## src/rtl/rdo_pkg.sv

```systemverilog
// Constants, register map and types of the receiver-detect / out-of-band / power control block.
// Assumes a single 125 MHz APB clock on which every lane-side request is sampled.
package rdo_pkg;
  localparam int unsigned CLK_MHZ        = 125;
  // APB map
  localparam logic [7:0]  ADDR_CTRL      = 8'h00;
  localparam logic [7:0]  ADDR_STATUS    = 8'h04;
  localparam logic [7:0]  ADDR_DETCFG    = 8'h08;
  // Control register fields
  localparam int unsigned CTRL_FMT_BIT   = 0;
  localparam int unsigned CTRL_PLL_BIT   = 1;
  localparam int unsigned CTRL_BURST_LSB = 4;
  localparam int unsigned CTRL_DIV_LSB   = 8;
  // Reset values
  localparam logic        FMT_RST        = 1'b0;
  localparam logic [3:0]  BURST_RST      = 4'h6;
  localparam logic [2:0]  DIV_RST        = 3'h1;
  localparam logic [11:0] DETIVL_RST     = 12'h040;
  // Status formats and codes
  localparam logic        FMT_PCIE       = 1'b0;
  localparam logic        FMT_SATA       = 1'b1;
  localparam logic [2:0]  CODE_NONE      = 3'h0;
  localparam logic [2:0]  CODE_PRESENT   = 3'h3;
  // Power state codes
  localparam logic [1:0]  PS_NORMAL      = 2'h0;
  localparam logic [1:0]  PS_QUICK       = 2'h1;
  localparam logic [1:0]  PS_DETECT      = 2'h2;
  localparam logic [1:0]  PS_LOWEST      = 2'h3;
  // COM timing at divider 1, in ns, and the cycle counts derived from it
  localparam int unsigned BURST_NS       = 104;
  localparam int unsigned GAP_INIT_NS    = 312;
  localparam int unsigned GAP_WAKE_NS    = 104;
  localparam logic [11:0] BURST_CYC      = 12'((BURST_NS * CLK_MHZ + 999) / 1000);
  localparam logic [11:0] GAP_INIT_CYC   = 12'((GAP_INIT_NS * CLK_MHZ + 999) / 1000);
  localparam logic [11:0] GAP_WAKE_CYC   = 12'((GAP_WAKE_NS * CLK_MHZ + 999) / 1000);
  // Synchroniser vector layout
  localparam int unsigned SY_DET         = 0;
  localparam int unsigned SY_START       = 1;
  localparam int unsigned SY_SEL         = 2;
  localparam int unsigned SY_IDLE        = 3;
  localparam int unsigned SY_TXPS        = 4;
  localparam int unsigned SY_RXPS        = 6;
  localparam int unsigned SY_PRES        = 8;
  localparam int unsigned SY_WAKE        = 9;
  localparam int unsigned SY_INIT        = 10;
  localparam int unsigned SY_W           = 11;

  typedef enum logic [1:0] {
    RDO_IDLE  = 2'b00,
    RDO_DET   = 2'b01,
    RDO_BURST = 2'b11,
    RDO_GAP   = 2'b10
  } rdo_state_t;

  typedef enum logic [1:0] {
    LINE_DATA   = 2'h0,
    LINE_IDLE   = 2'h1,
    LINE_BEACON = 2'h2,
    LINE_BURST  = 2'h3
  } rdo_line_t;
endpackage

```

## src/rtl/rdo_ctrl.sv

```systemverilog
// Receiver detection, COM sequence generation, beacon selection and power-state decode for one lane.
// Assumes lane requests come from another domain and are resynchronised here; APB slave for setup.
//
// The placing of the registers and the APB register port were chosen for this implementation.
`timescale 1ns/1ns
`default_nettype none

// Operation
// - SATA format: bit0 COM done, bit1 COMWAKE seen, bit2 COMRESET/COMINIT seen.
// - PCIe format: status carries no out-of-band information.
// - Detect request starts detection; ends with done flag and valid status.
// - Power codes: 00 normal, 01 quick recovery, 10 detect capable, 11 lowest.
// - Detection end pulses done flag one cycle with the result code; in SATA format the status keeps the COM bits instead.
// - PCIe detection result: 000 no receiver, 011 receiver present.
// - SATA only: COM start request sends the selected COM sequence.
// - COM select 0 sends COMRESET/COMINIT, 1 sends COMWAKE.
// - In lowest power, idle control picks electrical idle or beacon.
// - A 4-bit burst count sets bursts per COM sequence.
// - Transmit rate divider accepts only 1, 2 or 4.
// - COM timing scales with the rate divider.
// - COM completion drives status bit0 high for one cycle.
// - In lowest power, dropping idle control starts beacon transmission.
module rdo_ctrl
  import rdo_pkg::*;
(
  input  wire logic        pclk,
  input  wire logic        presetn,
  input  wire logic        psel,
  input  wire logic        penable,
  input  wire logic        pwrite,
  input  wire logic [7:0]  paddr,
  input  wire logic [31:0] pwdata,
  output logic      [31:0] prdata,
  output logic             pready,
  output logic             pslverr,
  input  wire logic        rx_detect_request,
  input  wire logic        com_sequence_start,
  input  wire logic        com_sequence_select,
  input  wire logic        tx_idle_control,
  input  wire logic [1:0]  tx_power_state,
  input  wire logic [1:0]  rx_power_state,
  input  wire logic        rx_present_sense,
  input  wire logic        rx_comwake_seen,
  input  wire logic        rx_cominit_seen,
  output logic      [2:0]  rx_status_code,
  output logic             phy_done_flag,
  output logic      [1:0]  tx_line_mode,
  output logic      [3:0]  tx_power_mode,
  output logic      [3:0]  rx_power_mode
);

  typedef struct packed {
    logic [SY_W-1:0] sync1;
    logic [SY_W-1:0] sync2;
    logic            det_q;
    logic            wake_q;
    logic            init_q;
    rdo_state_t      st;
    logic [11:0]     timer;
    logic [3:0]      bursts;
    logic            com_sel;
    logic            det_present;
    logic [2:0]      code;
    logic            done;
    rdo_line_t       line;
    logic [3:0]      tx_pmode;
    logic [3:0]      rx_pmode;
    logic            fmt;
    logic            pll_opt;
    logic [3:0]      burst_total;
    logic [2:0]      div;
    logic [11:0]     det_ivl;
    logic            ack;
    logic [31:0]     rdata;
  } rdo_regs_t;

  rdo_regs_t r_ff;
  rdo_regs_t nxt_r;

  function automatic logic [3:0] rdo_pdecode(input logic [1:0] ps);
    rdo_pdecode = 4'h1 << ps;
  endfunction

  function automatic logic [11:0] rdo_scale(input logic [11:0] base, input logic [2:0] div);
    rdo_scale = 12'(base * div);
  endfunction

  logic [SY_W-1:0] pins;
  logic            det_req;
  logic            com_start;
  logic            idle_ctl;
  logic [1:0]      txps;
  logic            wake_rise;
  logic            init_rise;
  logic            acc;
  logic            mapped;
  logic [2:0]      wdiv;

  assign pins      = {rx_cominit_seen, rx_comwake_seen, rx_present_sense, rx_power_state,
                      tx_power_state, tx_idle_control, com_sequence_select, com_sequence_start,
                      rx_detect_request};
  assign det_req   = r_ff.sync2[SY_DET];
  assign com_start = r_ff.sync2[SY_START];
  assign idle_ctl  = r_ff.sync2[SY_IDLE];
  assign txps      = r_ff.sync2[SY_TXPS +: 2];
  assign wake_rise = r_ff.sync2[SY_WAKE] & ~r_ff.wake_q;
  assign init_rise = r_ff.sync2[SY_INIT] & ~r_ff.init_q;
  assign acc       = psel & penable;
  assign mapped    = (paddr == ADDR_CTRL) || (paddr == ADDR_STATUS) || (paddr == ADDR_DETCFG);
  assign wdiv      = pwdata[CTRL_DIV_LSB +: 3];

  // Second access cycle answers so that read data comes from a flop
  assign pready  = acc & r_ff.ack;
  assign pslverr = pready & ~mapped;

  always_comb
  begin
    nxt_r       = r_ff;
    nxt_r.sync1 = pins;
    nxt_r.sync2 = r_ff.sync1;
    nxt_r.det_q  = det_req;
    nxt_r.wake_q = r_ff.sync2[SY_WAKE];
    nxt_r.init_q = r_ff.sync2[SY_INIT];
    nxt_r.done  = 1'b0;
    nxt_r.tx_pmode = rdo_pdecode(txps);
    nxt_r.rx_pmode = rdo_pdecode(r_ff.sync2[SY_RXPS +: 2]);
    if (r_ff.fmt == FMT_SATA)
      nxt_r.code = {init_rise, wake_rise, 1'b0};
    else
      nxt_r.code = CODE_NONE;

    unique case (r_ff.st)
      RDO_IDLE:
      begin
        if (det_req & ~r_ff.det_q)
        begin
          nxt_r.st    = RDO_DET;
          nxt_r.timer = r_ff.det_ivl;
        end
        else if (com_start & (r_ff.fmt == FMT_SATA))
        begin
          nxt_r.st      = RDO_BURST;
          nxt_r.com_sel = r_ff.sync2[SY_SEL];
          nxt_r.bursts  = 4'h0;
          nxt_r.timer   = rdo_scale(BURST_CYC, r_ff.div);
        end
      end
      RDO_DET:
      begin
        if (r_ff.timer == 12'h000)
        begin
          nxt_r.st          = RDO_IDLE;
          nxt_r.done        = 1'b1;
          nxt_r.det_present = r_ff.sync2[SY_PRES];
          if (r_ff.fmt == FMT_PCIE)
            nxt_r.code = r_ff.sync2[SY_PRES] ? CODE_PRESENT : CODE_NONE;
        end
        else
          nxt_r.timer = r_ff.timer - 12'h001;
      end
      RDO_BURST:
      begin
        if (r_ff.timer == 12'h000)
        begin
          nxt_r.st    = RDO_GAP;
          // Gap length is what tells COMWAKE from COMRESET/COMINIT
          nxt_r.timer = rdo_scale(r_ff.com_sel ? GAP_WAKE_CYC : GAP_INIT_CYC, r_ff.div);
        end
        else
          nxt_r.timer = r_ff.timer - 12'h001;
      end
      RDO_GAP:
      begin
        if (r_ff.timer != 12'h000)
          nxt_r.timer = r_ff.timer - 12'h001;
        else if (r_ff.bursts + 4'h1 >= r_ff.burst_total)
        begin
          nxt_r.st   = RDO_IDLE;
          nxt_r.code = {nxt_r.code[2:1], 1'b1};
        end
        else
        begin
          nxt_r.st     = RDO_BURST;
          nxt_r.bursts = r_ff.bursts + 4'h1;
          nxt_r.timer  = rdo_scale(BURST_CYC, r_ff.div);
        end
      end
    endcase

    if (nxt_r.st == RDO_BURST)
      nxt_r.line = LINE_BURST;
    else if (nxt_r.st == RDO_GAP)
      nxt_r.line = LINE_IDLE;
    else if (txps == PS_LOWEST)
      nxt_r.line = idle_ctl ? LINE_IDLE : LINE_BEACON;
    else
      nxt_r.line = idle_ctl ? LINE_IDLE : LINE_DATA;

    nxt_r.ack = acc & ~r_ff.ack;
    if (acc & ~r_ff.ack)
    begin
      unique case (paddr)
        ADDR_CTRL:
          nxt_r.rdata = {21'h0, r_ff.div, r_ff.burst_total, 2'h0, r_ff.pll_opt, r_ff.fmt};
        ADDR_STATUS:
          nxt_r.rdata = {16'h0, r_ff.rx_pmode, r_ff.tx_pmode, r_ff.det_present, r_ff.code,
                         r_ff.line, r_ff.st};
        ADDR_DETCFG:
          nxt_r.rdata = {20'h0, r_ff.det_ivl};
        default:
          nxt_r.rdata = 32'h0;
      endcase
    end
    if (pready & pwrite)
    begin
      if (paddr == ADDR_CTRL)
      begin
        nxt_r.fmt         = pwdata[CTRL_FMT_BIT];
        nxt_r.pll_opt     = pwdata[CTRL_PLL_BIT];
        nxt_r.burst_total = pwdata[CTRL_BURST_LSB +: 4];
        // Other divider values would give COM timing outside spec; keep old one
        if (wdiv == 3'h1 || wdiv == 3'h2 || wdiv == 3'h4)
          nxt_r.div = wdiv;
      end
      if (paddr == ADDR_DETCFG)
        nxt_r.det_ivl = pwdata[11:0];
    end
  end

  always_ff @(posedge pclk or negedge presetn)
  begin
    if (!presetn)
    begin
      r_ff             <= '0;
      r_ff.st          <= RDO_IDLE;
      r_ff.line        <= LINE_DATA;
      r_ff.tx_pmode    <= 4'h1;
      r_ff.rx_pmode    <= 4'h1;
      r_ff.fmt         <= FMT_RST;
      r_ff.burst_total <= BURST_RST;
      r_ff.div         <= DIV_RST;
      r_ff.det_ivl     <= DETIVL_RST;
    end
    else
      r_ff <= nxt_r;
  end

  assign prdata         = r_ff.rdata;
  assign rx_status_code = r_ff.code;
  assign phy_done_flag  = r_ff.done;
  assign tx_line_mode   = r_ff.line;
  assign tx_power_mode  = r_ff.tx_pmode;
  assign rx_power_mode  = r_ff.rx_pmode;
endmodule

`default_nettype wire

```

## config.mk

```make
export PLATFORM = sky130hd
export DESIGN_NAME = rdo_ctrl
export DESIGN_NICKNAME = d
export VERILOG_FILES = /design/src/rtl/rdo_pkg.sv /design/src/rtl/rdo_ctrl.sv
export SDC_FILE = /design/constraint.sdc
export NUM_CORES = 1
export LEC_CHECK = 0
export BUFFER_PORTS_ARGS = -buffer_cell sky130_fd_sc_hd__buf_4
export CAP_MARGIN = 20
export CORE_ASPECT_RATIO = 1.75
export CORE_MARGIN = 2
export CORE_UTILIZATION = 50
export CTS_CLUSTER_DIAMETER = 40
export DETAILED_ROUTE_END_ITERATION = 8
export PLACE_DENSITY_LB_ADDON = 0.3
export SYNTH_ARGS = -nofsm -noshare
export SYNTH_HDL_FRONTEND = slang
export SYNTH_SLANG_ARGS = --single-unit
```

## constraint.sdc

```tcl
create_clock -name pclk -period 2.8 [get_ports pclk]
set_clock_uncertainty 0.1 [all_clocks]
set_input_delay 0.14 -clock pclk [delete_from_list [all_inputs] [get_ports pclk]]
set_output_delay 0.14 -clock pclk [all_outputs]
set_load 0.005 [all_outputs]
```

# Word level (Yosys, flattened, before mapping)
# Cells that the tools add are included.
[word_totals]
reg_bits = 113
output_inout_bits = 48
input_bits = 56
elab_cells = 107
[classes]
n_eq_ne = 18
multipliers = 2
n_addsub = 2
bitwise_logic = 15
order_cmp = 1
mux = 29
reduce_logical = 16
shifts = 2
[op_table]
columns = ["op", "n"]
rows = [
  ["$pmux 14 s4", 1],
  ["$pmux 16 s3", 1],
  ["$mux 12", 3],
  ["$mux 19", 1],
  ["$mux 2", 9],
  ["$mux 16", 1],
  ["$mux 14", 1],
  ["$logic_not 12->1", 1],
  ["$reduce_bool 12->1", 1],
  ["$sub 12x1->12 const B", 1],
  ["$eq 2x2->1 const B", 5],
  ["$ne 2x2->1 const B", 5],
  ["$and 1x1->1", 9],
  ["$mul 6x3->9", 1],
  ["$reduce_and 3->1", 3],
  ["$eq 8x3->1 const B", 1],
  ["$eq 8x4->1 const B", 1],
  ["$logic_not 8->1", 1],
  ["$mux 4", 2],
  ["$pmux 4 s2", 1],
  ["$shl 1x2->4 const A", 2],
  ["$mul 4x3->7 const A", 1],
  ["$mux 3", 2],
  ["$mux 6", 1],
  ["16 further kinds", 30],
]

# Depth between registers and ports, before layout
[logic_depth]
word_depth = 8
depth_mapped = 13
depth_no_buf = 12

# Least setup slack after synthesis
# No wires, ideal clock.
[synth_timing]
path_type = "register to register"
start = "register r_ff[46] in the netlist's numbering"
end = "register r_ff[78] in the netlist's numbering"
synth_period_minus_slack_ns = 2.967
slack_ns = -0.167
stages_incl_launch_ff = 14
required_time_ns = 2.575
setup_ns = 0.125
t_arrival_ns = 2.743
n_path_buf = 1
path_cell_list = "dfrtp_1 > clkbuf_1 > inv_1 > nor2_1 > xor2_1 > ha_1 > ha_1 > fa_1 > xor2_1 > nand2_1 > o21ai_0 > a22oi_2 > o221ai_1 > mux2_2"
[synth_between]
elab_chain_len = 4
elab_cells_between_ends = 8
cone_classes = "mul (2); mux (6)"
[synth_lines]
columns = ["element", "line", "rtl"]
rows = [
  ["from (decl)", "rdo_ctrl.sv:77", "rdo_regs_t r_ff;"],
  ["from (signal assigned)", "rdo_ctrl.sv:245", "r_ff <= nxt_r;"],
  ["parallel branches: the longest is 3 deep, another holds $mul 6x3->9", "n/a", ""],
  ["$pmux 14 s4 *", "rdo_ctrl.sv:132", "unique case (r_ff.st)"],
]
# Mark *: on every way between the ends. The select of a mux whose other input is x is not followed.
# A chain may end at the register's enable or synchronous reset.

# Worst setup path after layout
# Same ends and word-level chain as after synthesis.

==> metrics.cfg <==
[outcome]
status=finished, final reports clean

[clock_tree]
cts_max_path_buffers=2
numCtsBuffers=9
path_clk_slew_ps=70
clkSinkCount=97
cts_tree=done
cts-root-buf=clkbuf_16
insertion_delay_ps=350
htreeDepth=3

[layout]
seqCellArea_sq_um=2430
finalNonFillerCells=711
area_growth_pct=18.9
multi_input_area_sq_um=2300
drive_gt1_share_pct=24.3
layout.nets=661
fill_cells=857
n_antenna_cell=0

[floorplanning]
design.die.area_sq_um=11300
io_pins=104
chipWidth_um=81.1
rows=49
fp.coreArea_sq_um=10200
start_util_pct=50.8
chipHeight_um=139

[sta]
fin_crit_ps=2690
hold_viol=0
setup-violations-final=0
max_freq_ghz=0.372
timing.slew.headroom_pct=52.3
hold_ws_ps=99.1
drv_slew=0
fin_crit_sh_pct=96.0
worst_pin_slew_ps=716

[grt]
grt_pass1_vias=3988
antenna_found_initial=0
grt_pass1_wl_um=19600
overflow=0
grt_use_total_pct=22.8
grt_start_max_net_pins=54

[synth]
synth_top_area_share_pct=43.8
synth_top_family_by_area=compound AO/OA/AOI/OAI gates
async_flop_share_pct=100
synth-seq-area-share_pct=46.8
synthTopCellsByArea=dfrtp_1, buf_4, ha_1, mux2_2, o21ai_0
netlist_area_sq_um=5200
synth_cell_types=64
ys.flop_type=dfrtp_1
synthCells=507
yosysTopAreaCell=dfrtp_1
synthAdderAreaFrac_pct=6.54
ys.warnings.count=0
ys_ff_latch=97
synth-simple-area-share_pct=13.3
synth_mux_area_share_pct=6.03
synth-edff-count=0
synth_xor_area_share_pct=2.02
synth_compound_area_share_pct=15.0
syn_area_per_cell_sq_um=10.3

[placed_design]
port_buffers=67
dp_cells=669
gp_congestion=0.886
dp_hpwl_um=9050

[worst_setup_path]
slowest_delay_ps=380
cp-start-kind=register
setup.worst_path.class=register to register
cp.arrival_ps=2820
crit_required_ps=2930
cp-end-kind=register
crit_chain=inv_1 -> nor2_2 -> xor2_1 -> ha_1 -> ha_1 -> fa_2 -> xor2_1 -> nand2_1 -> o21ai_0 -> a22oi_2 -> o221ai_1 -> mux2_2
cp_slowest_cell=dfrtp_1
cp_max_fo=3

[drt]
wl_per_cell_um=17.4
via_count=3964
antenna_violating_nets_post_route=0
drt_wl_total_um=12400
viasPerCell=5.58
drc_errors=0
drt_iter0_markers=193
dr.pass1.iters=5

[run]
cap_violations=0

[power]
p_leak_uw=0.00294
ir_drop_v=0.000556
p_per_area_nw_per_um2=797

[hold_path]
hold_path_class=input port to register

layout by cell type, fill, tap and decap left out, drive strengths merged, types with 3 or more instances in the layout:
master       instances
o21ai               41
nor4                 5
nand2               47
or3                  3
nor2b               12
nor2                36
dfrtp               91
a221oi               3
clkbuf              10
a21oi               23
nand3                6
a22o                 4
nand4                4
conb                16
a21o                 3
nor3                 4
inv                 24
dlygate4sd3         25
o31a                 5
buf                 87
nand2b               5
o31ai               10
o211ai               3
mux2                19
dfstp                6
and2                 5
xor2                 6
a22oi                8
mux2i               10
ha                  24
xnor2                6
worst max-delay path: cells and delay by family (launching register included):
kind                     cells  cell delay, ps
adder cells (fa/ha/maj)      3             840
flip-flops                   1             380
AO/OA/AOI/OAI                3             370
XOR/XNOR                     2             330
multiplexers                 1             280
AND/OR/NAND/NOR              2             200
buffers and inverters        1              70
path summary, 6_finish.rpt:
path | slack (ps) | from | cells past startpoint | endpoint
worst max-delay path | 110 | r_ff[46] | 12 | r_ff[78]
worst min-delay path | 100 | paddr[4] | 4 | prdata[11]
worst max register to register | 110 | r_ff[46] | 12 | r_ff[78]
worst min register to register | 250 | nxt_r[91] | 0 | det_req
max in group asynchronous | 1560 | presetn | 3 | r_ff[49]
min in group asynchronous | 290 | presetn | 2 | r_ff[47]
per-layer routing:
| metal | track usage, % | vias up | share of wire (%) |
|---|---|---|---|
| li1 | - | 1863 | - |
| met1 | 25.0 | 1943 | 37 |
| met2 | 40.5 | 123 | 54 |
| met3 | 4.49 | 35 | 4.1 |
| met4 | 11.5 | 0 | 4.6 |
| met5 | 0 | - | 0 |
kinds of logic (layout without fill, tap and decap cells):
| family | after synthesis | after routing |
|---|---|---|
| DFF | 97 | 97 |
| adders and majority gates | 26 | 26 |
| buffers and inverters | 87 | 149 |
| other | 1 | 16 |
| and+or+nand+nor | 137 | 137 |
| xor gates and xnor gates | 12 | 12 |
| AOI/OAI and AO/OA | 118 | 118 |
| muxes | 29 | 29 |
cell usage after synthesis (12+ instances only):
cell      n
nand2_1  47
nor2b_1  12
nor2_1   36
ha_1     24
buf_4    48
mux2_2   19
inv_1    20
a21oi_1  23
dfrtp_1  91
o21ai_0  37
state kept, by name, indices dropped and copies added (netlist names), 2 cells and up:
register,count
nxt_r,13
prdata,16
r_ff,51
rx_power_mode,4
rx_status_code,3
tx_line_mode,2
tx_power_mode,4
metrics by stage:
| step | setup slack [ps] | total power, uW | TNS, ps | instance area [sq um] | util [%] |
|---|---|---|---|---|---|
| CTS | 69.4 | 4920 | 0 | 6180 | 60.3 |
| global placement | 188 | 3600 | 0 | 5630 | 55.0 |
| global route | -6.76 | 5220 | -6.76 | 6190 | 60.4 |
| finish | 111 | 4930 | 0 | 6190 | 60.4 |
| detailed placement | 81.7 | 3660 | 0 | 5630 | 55.0 |
| floorplan | 19.8 | 3090 | 0 | 5270 | - |
power breakdown:
part	leakage, uW	switching [uW]	internal [uW]
Combinational	0.00156	1160	868
Sequential	0.00124	146	1540
Clock	0.000140	578	647
Total	0.00294	1880	3060
timing repair:
action,in CTS,in global routing
hold buffers,25,0
resized for setup,0,1
setup endpoints to repair,0,1
buffers inserted,0,1
hold endpoints to repair,81,0
area by class of cell:
| cell class | instances | area share (%) |
|---|---|---|
| Clock buffer | 10 | 3.86 |
| Sequential cell | 97 | 39.4 |
| Tap cell | 127 | 2.57 |
| Multi-Input combinational cell | 338 | 37.2 |
| Clock inverter | 6 | 0.971 |
| Timing Repair Buffer | 112 | 14.8 |
| Inverter | 21 | 1.27 |
(Power assumes the default switching activity.)
